--- src/hdl/fec_harness_consts.vh ---
// constants for the encoder/decoder self-test harness
// assumes nothing; definitions only
`ifndef FEC_HARNESS_CONSTS_VH
`define FEC_HARNESS_CONSTS_VH

`define STAT_WIDTH 32
`define CODE_WIDTH 8
`define BLOCK_WIDTH 66
`define CW_BLOCKS 32
`define BIST_CODEWORDS 32'h000186a0
`define ALIGN_TIMEOUT 32'h00030d40
`define HDR_UNCORR 2'h3
`define CODE_OK 8'h00
`define CODE_ALIGN 8'h01
`define CODE_DATA 8'h02
`define CODE_UNCORR 8'h03
`define CODE_NOCW 8'h04
`define PRBS_SEED 32'hffffffff

`endif

--- src/hdl/pulse_edge.v ---
// rising and falling edge detector for a synchronous level
// assumes the input is already synchronous to mclk
`timescale 1ns/100ps
module pulse_edge (
  input wire mclk,
  input wire rst_n,
  input wire level,
  output wire rise,
  output wire fall
);
  reg level_q;

  always @(posedge mclk or negedge rst_n) begin
    if (!rst_n) begin
      level_q <= 1'b0;
    end else begin
      level_q <= level;
    end
  end

  assign rise = level & ~level_q;
  assign fall = ~level & level_q;
endmodule // pulse_edge

--- src/hdl/stat_counter.v ---
// saturating-free statistics counter with synchronous clear
// assumes clear and inc are single-cycle synchronous strobes
`timescale 1ns/100ps
module stat_counter #(
  parameter WIDTH = 32
) (
  input wire mclk,
  input wire rst_n,
  input wire clear,
  input wire inc,
  output reg [WIDTH-1:0] count
);
  always @(posedge mclk or negedge rst_n) begin
    if (!rst_n) begin
      count <= {WIDTH{1'b0}};
    end else if (clear) begin
      count <= {WIDTH{1'b0}};
    end else if (inc) begin
      count <= count + {{(WIDTH-1){1'b0}}, 1'b1};
    end
  end
endmodule // stat_counter

--- src/hdl/fec_selftest_harness.v ---
// self-checking harness around a forward error correction codec
// assumes codec and transceiver ports are synchronous to mclk
`timescale 1ns/100ps
`include "fec_harness_consts.vh"

// Summary of operation
// - one start pulse launches the built-in self-test sequence.
// - separate running, passed and failed status outputs.
// - 8-bit error code, reads zero after a passing self-test.
// - indication enable drives decoder enable input directly.
// - each uncorrectable-inject pulse corrupts one codeword beyond repair.
// - each correctable-inject pulse inserts one correctable error.
// - slip-inject pulse slips the receive gearbox to test realignment.
// - 32-bit count of every decoded codeword.
// - 32-bit count of error-free decoded codewords.
// - 32-bit count of codewords with correctable errors.
// - 32-bit count of codewords with uncorrectable errors.
// - 32-bit count of data checker mismatches.
// - 32-bit count of falling edges of decoder alignment.
// - statistics-clear pulse zeroes every statistics counter.
// - decoder aligned status mirrored onto a status output.
// - checker-locked status once checker locks to decoded data.
// - separate receive and transmit transceiver reset-done flags.
// - global reset control high holds the harness in reset.
// - self-test runs many codewords through encoder, decoder, checks them.
// - with indication enabled, uncorrectable headers marked 11.
module fec_selftest_harness #(
  parameter BIST_CODEWORDS = `BIST_CODEWORDS,
  parameter ALIGN_TIMEOUT = `ALIGN_TIMEOUT,
  parameter LOCK_COUNT = 8
) (
  input wire mclk,
  input wire rst_n,
  // operator controls
  input wire harnessReset,
  input wire selfTestStart,
  input wire indicationEnable,
  input wire injectUncorrectable,
  input wire injectCorrectable,
  input wire injectSlip,
  input wire statisticsClear,
  input wire loopbackSelect,
  // operator status
  output reg selfTestRunning,
  output reg selfTestPassed,
  output reg selfTestFailed,
  output reg [`CODE_WIDTH-1:0] selfTestCode,
  output reg [`STAT_WIDTH-1:0] codewordTotal,
  output reg [`STAT_WIDTH-1:0] codewordClean,
  output reg [`STAT_WIDTH-1:0] codewordCorrected,
  output reg [`STAT_WIDTH-1:0] codewordUncorrected,
  output reg [`STAT_WIDTH-1:0] dataMismatches,
  output reg [`STAT_WIDTH-1:0] alignmentLosses,
  output reg alignedMirror,
  output reg checkerLocked,
  output reg transceiver_receive_reset_done,
  output reg transceiver_transmit_reset_done,
  // encoder side
  output reg [`BLOCK_WIDTH-1:0] encDataIn,
  output reg encStart,
  input wire [`BLOCK_WIDTH-1:0] encDataOut,
  input wire encStartOut,
  // link towards the transceiver
  output reg [`BLOCK_WIDTH-1:0] linkTxData,
  output reg gearboxSlip,
  output reg transceiverLoopback,
  output reg transceiverReset,
  input wire gtRxResetDone,
  input wire gtTxResetDone,
  input wire decSlipRequest,
  // decoder side
  output wire decIndicationEnable,
  output reg decReset,
  input wire [`BLOCK_WIDTH-1:0] decDataOut,
  input wire decStartOut,
  input wire decAligned,
  input wire decCwInc,
  input wire decCwCorrected,
  input wire decCwUncorrected
);
  // ----------------------------------------
  // states
  // ----------------------------------------
  localparam ST_IDLE = 2'd0;
  localparam ST_ALIGN = 2'd1;
  localparam ST_RUN = 2'd2;
  localparam ST_DONE = 2'd3;

  reg [1:0] state_q;
  reg [31:0] timer_q;
  reg [31:0] cwSeen_q;
  reg [31:0] genPrbs_q;
  reg [31:0] chkPrbs_q;
  reg [3:0] lockCnt_q;
  reg sawUncorr_q;
  reg injCorrPend_q;
  reg injUncorrPend_q;
  reg [4:0] injBlock_q;
  reg hrst_q;

  wire startRise;
  wire alignFall;
  wire incCorrRise;
  wire incUncorrRise;
  wire slipRise;
  wire clrRise;
  wire anyMismatch;
  wire [31:0] genNext;
  wire [31:0] chkNext;
  wire [`STAT_WIDTH-1:0] cTot;
  wire [`STAT_WIDTH-1:0] cClean;
  wire [`STAT_WIDTH-1:0] cCorr;
  wire [`STAT_WIDTH-1:0] cUnc;
  wire [`STAT_WIDTH-1:0] cMis;
  wire [`STAT_WIDTH-1:0] cLoss;
  wire hr_n;

  // ----------------------------------------
  // global reset
  // ----------------------------------------
  // operator reset holds all
  always @(posedge mclk or negedge rst_n) begin
    if (!rst_n) begin
      hrst_q <= 1'b1;
    end else begin
      hrst_q <= harnessReset;
    end
  end
  assign hr_n = rst_n & ~hrst_q;

  // ----------------------------------------
  // edge detection of operator pulses and of decoder alignment
  // ----------------------------------------
  // start pulse edge
  pulse_edge startEdge (.mclk(mclk), .rst_n(hr_n), .level(selfTestStart),
    .rise(startRise), .fall());
  pulse_edge corrEdge (.mclk(mclk), .rst_n(hr_n), .level(injectCorrectable),
    .rise(incCorrRise), .fall());
  pulse_edge uncEdge (.mclk(mclk), .rst_n(hr_n), .level(injectUncorrectable),
    .rise(incUncorrRise), .fall());
  pulse_edge slipEdge (.mclk(mclk), .rst_n(hr_n), .level(injectSlip),
    .rise(slipRise), .fall());
  pulse_edge clrEdge (.mclk(mclk), .rst_n(hr_n), .level(statisticsClear),
    .rise(clrRise), .fall());
  pulse_edge alignEdge (.mclk(mclk), .rst_n(hr_n), .level(decAligned),
    .rise(), .fall(alignFall));

  assign decIndicationEnable = indicationEnable;

  // ----------------------------------------
  // data generator
  // ----------------------------------------
  // prbs31 keeps every codeword distinct so slips show up
  assign genNext = {genPrbs_q[30:0], genPrbs_q[30] ^ genPrbs_q[27]};
  assign chkNext = {chkPrbs_q[30:0], chkPrbs_q[30] ^ chkPrbs_q[27]};

  always @(posedge mclk or negedge hr_n) begin
    if (!hr_n) begin
      genPrbs_q <= `PRBS_SEED;
      encDataIn <= {`BLOCK_WIDTH{1'b0}};
      encStart <= 1'b0;
    end else begin
      genPrbs_q <= genNext;
      encDataIn <= {genPrbs_q, genNext, 2'h1};
      encStart <= 1'b0;
    end
  end

  // ----------------------------------------
  // error injection and link
  // ----------------------------------------
  // injection waits for a codeword boundary so exactly one codeword is hit
  always @(posedge mclk or negedge hr_n) begin
    if (!hr_n) begin
      injCorrPend_q <= 1'b0;
      injUncorrPend_q <= 1'b0;
      injBlock_q <= 5'h00;
      linkTxData <= {`BLOCK_WIDTH{1'b0}};
    end else begin
      injBlock_q <= encStartOut ? 5'h01 : injBlock_q + 5'h01;
      linkTxData <= encDataOut;
      if (injCorrPend_q && encStartOut) begin
        linkTxData <= encDataOut ^ {{(`BLOCK_WIDTH-4){1'b0}}, 4'hf};
        injCorrPend_q <= incCorrRise;
      end else if (incCorrRise) begin
        injCorrPend_q <= 1'b1;
      end
      if (injUncorrPend_q && encStartOut) begin
        linkTxData <= encDataOut ^ {4'hf, {(`BLOCK_WIDTH-8){1'b0}}, 4'hf};
        injUncorrPend_q <= incUncorrRise;
      end else if (incUncorrRise) begin
        injUncorrPend_q <= 1'b1;
      end
    end
  end

  // ----------------------------------------
  // transceiver control
  // ----------------------------------------
  always @(posedge mclk or negedge hr_n) begin
    if (!hr_n) begin
      gearboxSlip <= 1'b0;
      transceiverLoopback <= 1'b1;
      transceiverReset <= 1'b1;
      decReset <= 1'b1;
      alignedMirror <= 1'b0;
      transceiver_receive_reset_done <= 1'b0;
      transceiver_transmit_reset_done <= 1'b0;
    end else begin
      gearboxSlip <= decSlipRequest | slipRise;
      transceiverLoopback <= loopbackSelect;
      transceiverReset <= 1'b0;
      decReset <= ~(gtRxResetDone & gtTxResetDone);
      alignedMirror <= decAligned;
      transceiver_receive_reset_done <= gtRxResetDone;
      transceiver_transmit_reset_done <= gtTxResetDone;
    end
  end

  // ----------------------------------------
  // data checker
  // ----------------------------------------
  // checker reseeds from the decoded word, then predicts the next one
  assign anyMismatch = checkerLocked && decAligned &&
    (decDataOut[65:34] != chkPrbs_q) &&
    !(indicationEnable && decDataOut[1:0] == `HDR_UNCORR);

  always @(posedge mclk or negedge hr_n) begin
    if (!hr_n) begin
      chkPrbs_q <= 32'h00000000;
      lockCnt_q <= 4'h0;
      checkerLocked <= 1'b0;
    end else if (!decAligned) begin
      lockCnt_q <= 4'h0;
      checkerLocked <= 1'b0;
    end else begin
      chkPrbs_q <= decDataOut[33:2];
      if (!checkerLocked) begin
        if (decDataOut[65:34] == chkPrbs_q) begin
          lockCnt_q <= lockCnt_q + 4'h1;
        end else begin
          lockCnt_q <= 4'h0;
        end
        checkerLocked <= (lockCnt_q == LOCK_COUNT[3:0]);
      end
    end
  end

  // ----------------------------------------
  // statistics counters
  // ----------------------------------------
  // total codewords
  stat_counter #(.WIDTH(`STAT_WIDTH)) totCnt (.mclk(mclk), .rst_n(hr_n),
    .clear(clrRise), .inc(decCwInc), .count(cTot));
  stat_counter #(.WIDTH(`STAT_WIDTH)) cleanCnt (.mclk(mclk), .rst_n(hr_n),
    .clear(clrRise), .inc(decCwInc & ~decCwCorrected & ~decCwUncorrected),
    .count(cClean));
  stat_counter #(.WIDTH(`STAT_WIDTH)) corrCnt (.mclk(mclk), .rst_n(hr_n),
    .clear(clrRise), .inc(decCwInc & decCwCorrected), .count(cCorr));
  stat_counter #(.WIDTH(`STAT_WIDTH)) uncCnt (.mclk(mclk), .rst_n(hr_n),
    .clear(clrRise), .inc(decCwInc & decCwUncorrected), .count(cUnc));
  stat_counter #(.WIDTH(`STAT_WIDTH)) misCnt (.mclk(mclk), .rst_n(hr_n),
    .clear(clrRise), .inc(anyMismatch), .count(cMis));
  stat_counter #(.WIDTH(`STAT_WIDTH)) lossCnt (.mclk(mclk), .rst_n(hr_n),
    .clear(clrRise), .inc(alignFall), .count(cLoss));

  // outputs registered so probe reads never see a combinational path
  always @(posedge mclk or negedge hr_n) begin
    if (!hr_n) begin
      codewordTotal <= {`STAT_WIDTH{1'b0}};
      codewordClean <= {`STAT_WIDTH{1'b0}};
      codewordCorrected <= {`STAT_WIDTH{1'b0}};
      codewordUncorrected <= {`STAT_WIDTH{1'b0}};
      dataMismatches <= {`STAT_WIDTH{1'b0}};
      alignmentLosses <= {`STAT_WIDTH{1'b0}};
    end else begin
      codewordTotal <= cTot;
      codewordClean <= cClean;
      codewordCorrected <= cCorr;
      codewordUncorrected <= cUnc;
      dataMismatches <= cMis;
      alignmentLosses <= cLoss;
    end
  end

  // ----------------------------------------
  // self-test sequencer
  // ----------------------------------------
  always @(posedge mclk or negedge hr_n) begin
    if (!hr_n) begin
      state_q <= ST_IDLE;
      timer_q <= 32'h00000000;
      cwSeen_q <= 32'h00000000;
      sawUncorr_q <= 1'b0;
      selfTestRunning <= 1'b0;
      selfTestPassed <= 1'b0;
      selfTestFailed <= 1'b0;
      selfTestCode <= `CODE_OK;
    end else begin
      case (state_q)
        ST_IDLE, ST_DONE: begin
          if (startRise) begin
            selfTestPassed <= 1'b0;
            selfTestFailed <= 1'b0;
            selfTestCode <= `CODE_OK;
            selfTestRunning <= 1'b1;
            timer_q <= 32'h00000000;
            cwSeen_q <= 32'h00000000;
            sawUncorr_q <= 1'b0;
            state_q <= ST_ALIGN;
          end
        end
        ST_ALIGN: begin
          timer_q <= timer_q + 32'h00000001;
          if (checkerLocked) begin
            timer_q <= 32'h00000000;
            state_q <= ST_RUN;
          end else if (timer_q == ALIGN_TIMEOUT) begin
            selfTestRunning <= 1'b0;
            selfTestFailed <= 1'b1;
            selfTestCode <= `CODE_ALIGN;
            state_q <= ST_DONE;
          end
        end
        ST_RUN: begin
          timer_q <= timer_q + 32'h00000001;
          if (decCwInc) begin
            cwSeen_q <= cwSeen_q + 32'h00000001;
          end
          if (decCwInc && decCwUncorrected && !injUncorrPend_q) begin
            sawUncorr_q <= 1'b1;
          end
          if (anyMismatch || !decAligned) begin
            selfTestRunning <= 1'b0;
            selfTestFailed <= 1'b1;
            selfTestCode <= decAligned ? `CODE_DATA : `CODE_ALIGN;
            state_q <= ST_DONE;
          end else if (sawUncorr_q) begin
            selfTestRunning <= 1'b0;
            selfTestFailed <= 1'b1;
            selfTestCode <= `CODE_UNCORR;
            state_q <= ST_DONE;
          end else if (timer_q == ALIGN_TIMEOUT && cwSeen_q == 32'h00000000) begin
            selfTestRunning <= 1'b0;
            selfTestFailed <= 1'b1;
            selfTestCode <= `CODE_NOCW;
            state_q <= ST_DONE;
          end else if (cwSeen_q == BIST_CODEWORDS) begin
            selfTestRunning <= 1'b0;
            selfTestPassed <= 1'b1;
            selfTestCode <= `CODE_OK;
            state_q <= ST_DONE;
          end
        end
        default: begin
          state_q <= ST_IDLE;
        end
      endcase
    end
  end
endmodule // fec_selftest_harness

--- config.mk ---
export PLATFORM = sky130hd
export DESIGN_NAME = fec_selftest_harness
export DESIGN_NICKNAME = d
export VERILOG_FILES = /design/src/hdl/pulse_edge.v /design/src/hdl/stat_counter.v /design/src/hdl/fec_selftest_harness.v
export VERILOG_INCLUDE_DIRS = /design/src /design/src/hdl
export SDC_FILE = /design/constraint.sdc
export NUM_CORES = 1
export LEC_CHECK = 0
export BUFFER_PORTS_ARGS = -buffer_cell sky130_fd_sc_hd__buf_2
export CAP_MARGIN = 20
export CORE_MARGIN = 2
export CORE_UTILIZATION = 35
export DETAILED_ROUTE_END_ITERATION = 6
export HOLD_SLACK_MARGIN = 0.15
export PLACE_DENSITY = 0.56
export SYNTH_ARGS = -nofsm -noshare
export SYNTH_HDL_FRONTEND = slang
export SYNTH_SLANG_ARGS = --single-unit
--- constraint.sdc ---
create_clock -name mclk -period 68.9 [get_ports mclk]
set_input_delay 13.78 -clock mclk [delete_from_list [all_inputs] [get_ports mclk]]
set_output_delay 13.78 -clock mclk [all_outputs]
set_load 0.05 [all_outputs]
==> flow_summary.ini <==
[worst_setup_path]
slowest_delay_ns = 0.25
r2r_cells = 5
slowest_stage = buf_2
crit_chain = buf_2 -> buf_2
worstReg2RegStart = hrst_q
cp-end-kind = output port
reg2reg_to = lossCnt.count[26]
critical_path_class = in -> out
r2r_setup_slack_ns = 65.71
critical-path-top-delay-family = buffers and inverters
crit_buf_inv = 2
crit_top_cell = buf_2
critPathArrivalTime_ns = 14.12
crit_required_ns = 55.12
worstPathMaxFanout = 2
start_kind = input pin

[global_routing]
antenna_found_initial = 4
grt_max_degree = 199
grt-ovfl-total = 0
track_usage = 0.162
grt_pass1_wl_um = 91600
grt_pass1_vias = 16597

[route]
route.detailed.drc = 0
viasPerCell = 4.84
ant_nets = 0
vias = 16424
wl_per_cell_um = 17.2
wirelength_um = 58200
drt-initial-drc-count = 934
drt-pass1-iter-count = 4

[power_and_ir_drop]
power.density_mw_per_mm2 = 29.6
p_leak_nw = 14.6
ir_worst_vdd_mv = 0.0223

[synth]
yosysTopAreaCellShare = 0.628
syn_area_mm2 = 0.0241
synth_largest_area_cell = dfrtp_1
synth_edf_count = 0
yosys.cell_types.count = 67
synth-async-reset-ratio = 1.00
synth_ff_type = dfrtp_1
synth_common_cells = dfrtp_1 (605), nor2_1 (202), xor2_1 (147)
yosysMostFrequentCell = dfrtp_1
ys_seq_area_frac = 0.667
synth_cells = 1968
synth-seq-cells = 641
avgSynthCellArea_um2 = 12.2
synth.area.top_cells = dfrtp_1 (63%), xor2_1 (5.3%), dfstp_2 (3.9%)
ys.warnings.count = 0

[clock_network]
post-cts-setup-buffers = 0
clock_latency_ns = 0.61
clk_path_buf_depth = 3
cts.repair.resized = 0
cts.sinks = 641
cts.htree.levels = 3
path_clk_slew_ns = 0.06
cts_buffers = 72
root_buffer = clkbuf_16
cts_tree = yes
holdBufCountCts = 0

[final_layout]
drive_above_1_share = 0.281
area_growth_pct = 23.2
layout.nets = 2617
multiInputGateArea_mm2 = 0.00737
insertedDiodeCount = 0
fillCellCount = 6374
seqCellArea_mm2 = 0.0161
fin_util = 0.434

[floorplanning]
die_w_um = 266
start_util = 0.353
pin_count = 496
dieArea_mm2 = 0.0710
rows = 96
coreArea_mm2 = 0.0683
dieHeight_um = 266

[timing]
slew_headroom = 0.248
setup_viol = 0
fmax_mhz = 35.8
fin_crit_ns = 27.90
skew_ns = 0.0325
rsz0062_at_grt = false
finalHoldViolations = 0
tns_ns = 0
worst_slew_pin_slew_ns = 1.13
whs_ns = 0.360
slew_violations = 0
timing.final.crit_share = 0.405

[hold_path]
min_to = genPrbs_q[1]
min_from = genPrbs_q[0]
holdPathStages = 0
hp-class = reg -> reg

[place]
io_buffers = 487
dp_hpwl_um = 40600
place_congestion = 0.826

[status]
outcome = finished, final reports clean

[flow_run]
maxCapViolations = 0
flip-flops by register name, summed over array words and instances (netlist names), 2 cells and up:
| register | cells |
|---|---|
| codewordCorrected | 32 |
| dataMismatches | 32 |
| misCnt.count | 32 |
| totCnt.count | 32 |
| corrCnt.count | 32 |
| alignmentLosses | 32 |
| linkTxData | 66 |
| selfTestCode | 3 |
| cwSeen_q | 32 |
| lockCnt_q | 4 |
| uncCnt.count | 32 |
| chkPrbs_q | 32 |
| codewordClean | 32 |
| state_q | 2 |
| cleanCnt.count | 32 |
| genPrbs_q | 32 |
| encDataIn | 34 |
| codewordUncorrected | 32 |
| lossCnt.count | 32 |
| codewordTotal | 32 |
| timer_q | 32 |
metal layers:
layer	routed length (um)	up-vias	share of wire	track usage
met5	8	-	0.00014	0
met4	1610	2	0.028	0.0588
met3	4160	102	0.071	0.0426
met2	28400	459	0.49	0.270
met1	23900	8163	0.41	0.204
li1	-	7698	-	-
through the flow:
step	cell area [um2]	setup WS [ns]	cells	power, mW
floorplan	24100	15.24	1975	0.480
global placement	27300	41.00	3257	0.507
detailed placement	27300	41.00	3257	0.510
CTS	29600	41.00	3387	0.892
global route	29700	40.99	3390	0.921
finish	29700	41.00	3390	0.880
logic make-up after synthesis:
family	share of synthesized area
AOI/OAI and AO/OA	0.0509
xor gates and xnor gates	0.0759
adders and majority gates	0.00727
buffers and inverters	0.0290
DFF	0.667
muxes	0.0186
other	0.000312
and+or+nand+nor	0.151
worst max-delay path by stage:
stage	slack, ns	depth (start not counted)	endpoint	startpoint
global route	40.99	2	decIndicationEnable	indicationEnable
finish	41.00	2	decIndicationEnable	indicationEnable
CTS	41.00	2	decIndicationEnable	indicationEnable
floorplan	15.24	1	alignEdge.level_q	rst_n
global placement	41.00	2	decIndicationEnable	indicationEnable
detailed placement	41.00	2	decIndicationEnable	indicationEnable
where the power goes:
part	internal [mW]	switching (mW)	total, mW
Sequential	0.389	0.00946	0.399
Clock	0.222	0.154	0.376
Combinational	0.0303	0.0745	0.105
Total	0.641	0.238	0.880
area by class of cell:
class / instances / share of cell area
sequential: 641 / 0.542
multi-input combinational: 1191 / 0.248
timing repair buffer: 503 / 0.0879
clock buffer: 106 / 0.0711
tap: 882 / 0.0372
clock inverter: 24 / 0.00818
inverter: 43 / 0.00544
layout by cell type (no fill, tap or decap), types with 16 or more instances in the layout:
| cell | n |
|---|---|
| dfstp_2 | 36 |
| nand2_1 | 129 |
| nor3_1 | 20 |
| inv_1 | 43 |
| buf_2 | 487 |
| mux2_2 | 34 |
| clkbuf_1 | 17 |
| and3_1 | 41 |
| clkbuf_8 | 16 |
| a31oi_1 | 22 |
| dfrtp_1 | 605 |
| nand4_1 | 66 |
| a21oi_1 | 64 |
| nor2_1 | 201 |
| clkbuf_16 | 73 |
| xor2_1 | 147 |
| and4_1 | 27 |
| or3_1 | 42 |
| nor4_1 | 27 |
| nand3_1 | 95 |
| o21ai_0 | 79 |
| xnor2_1 | 62 |
(Power assumes the default switching activity.)
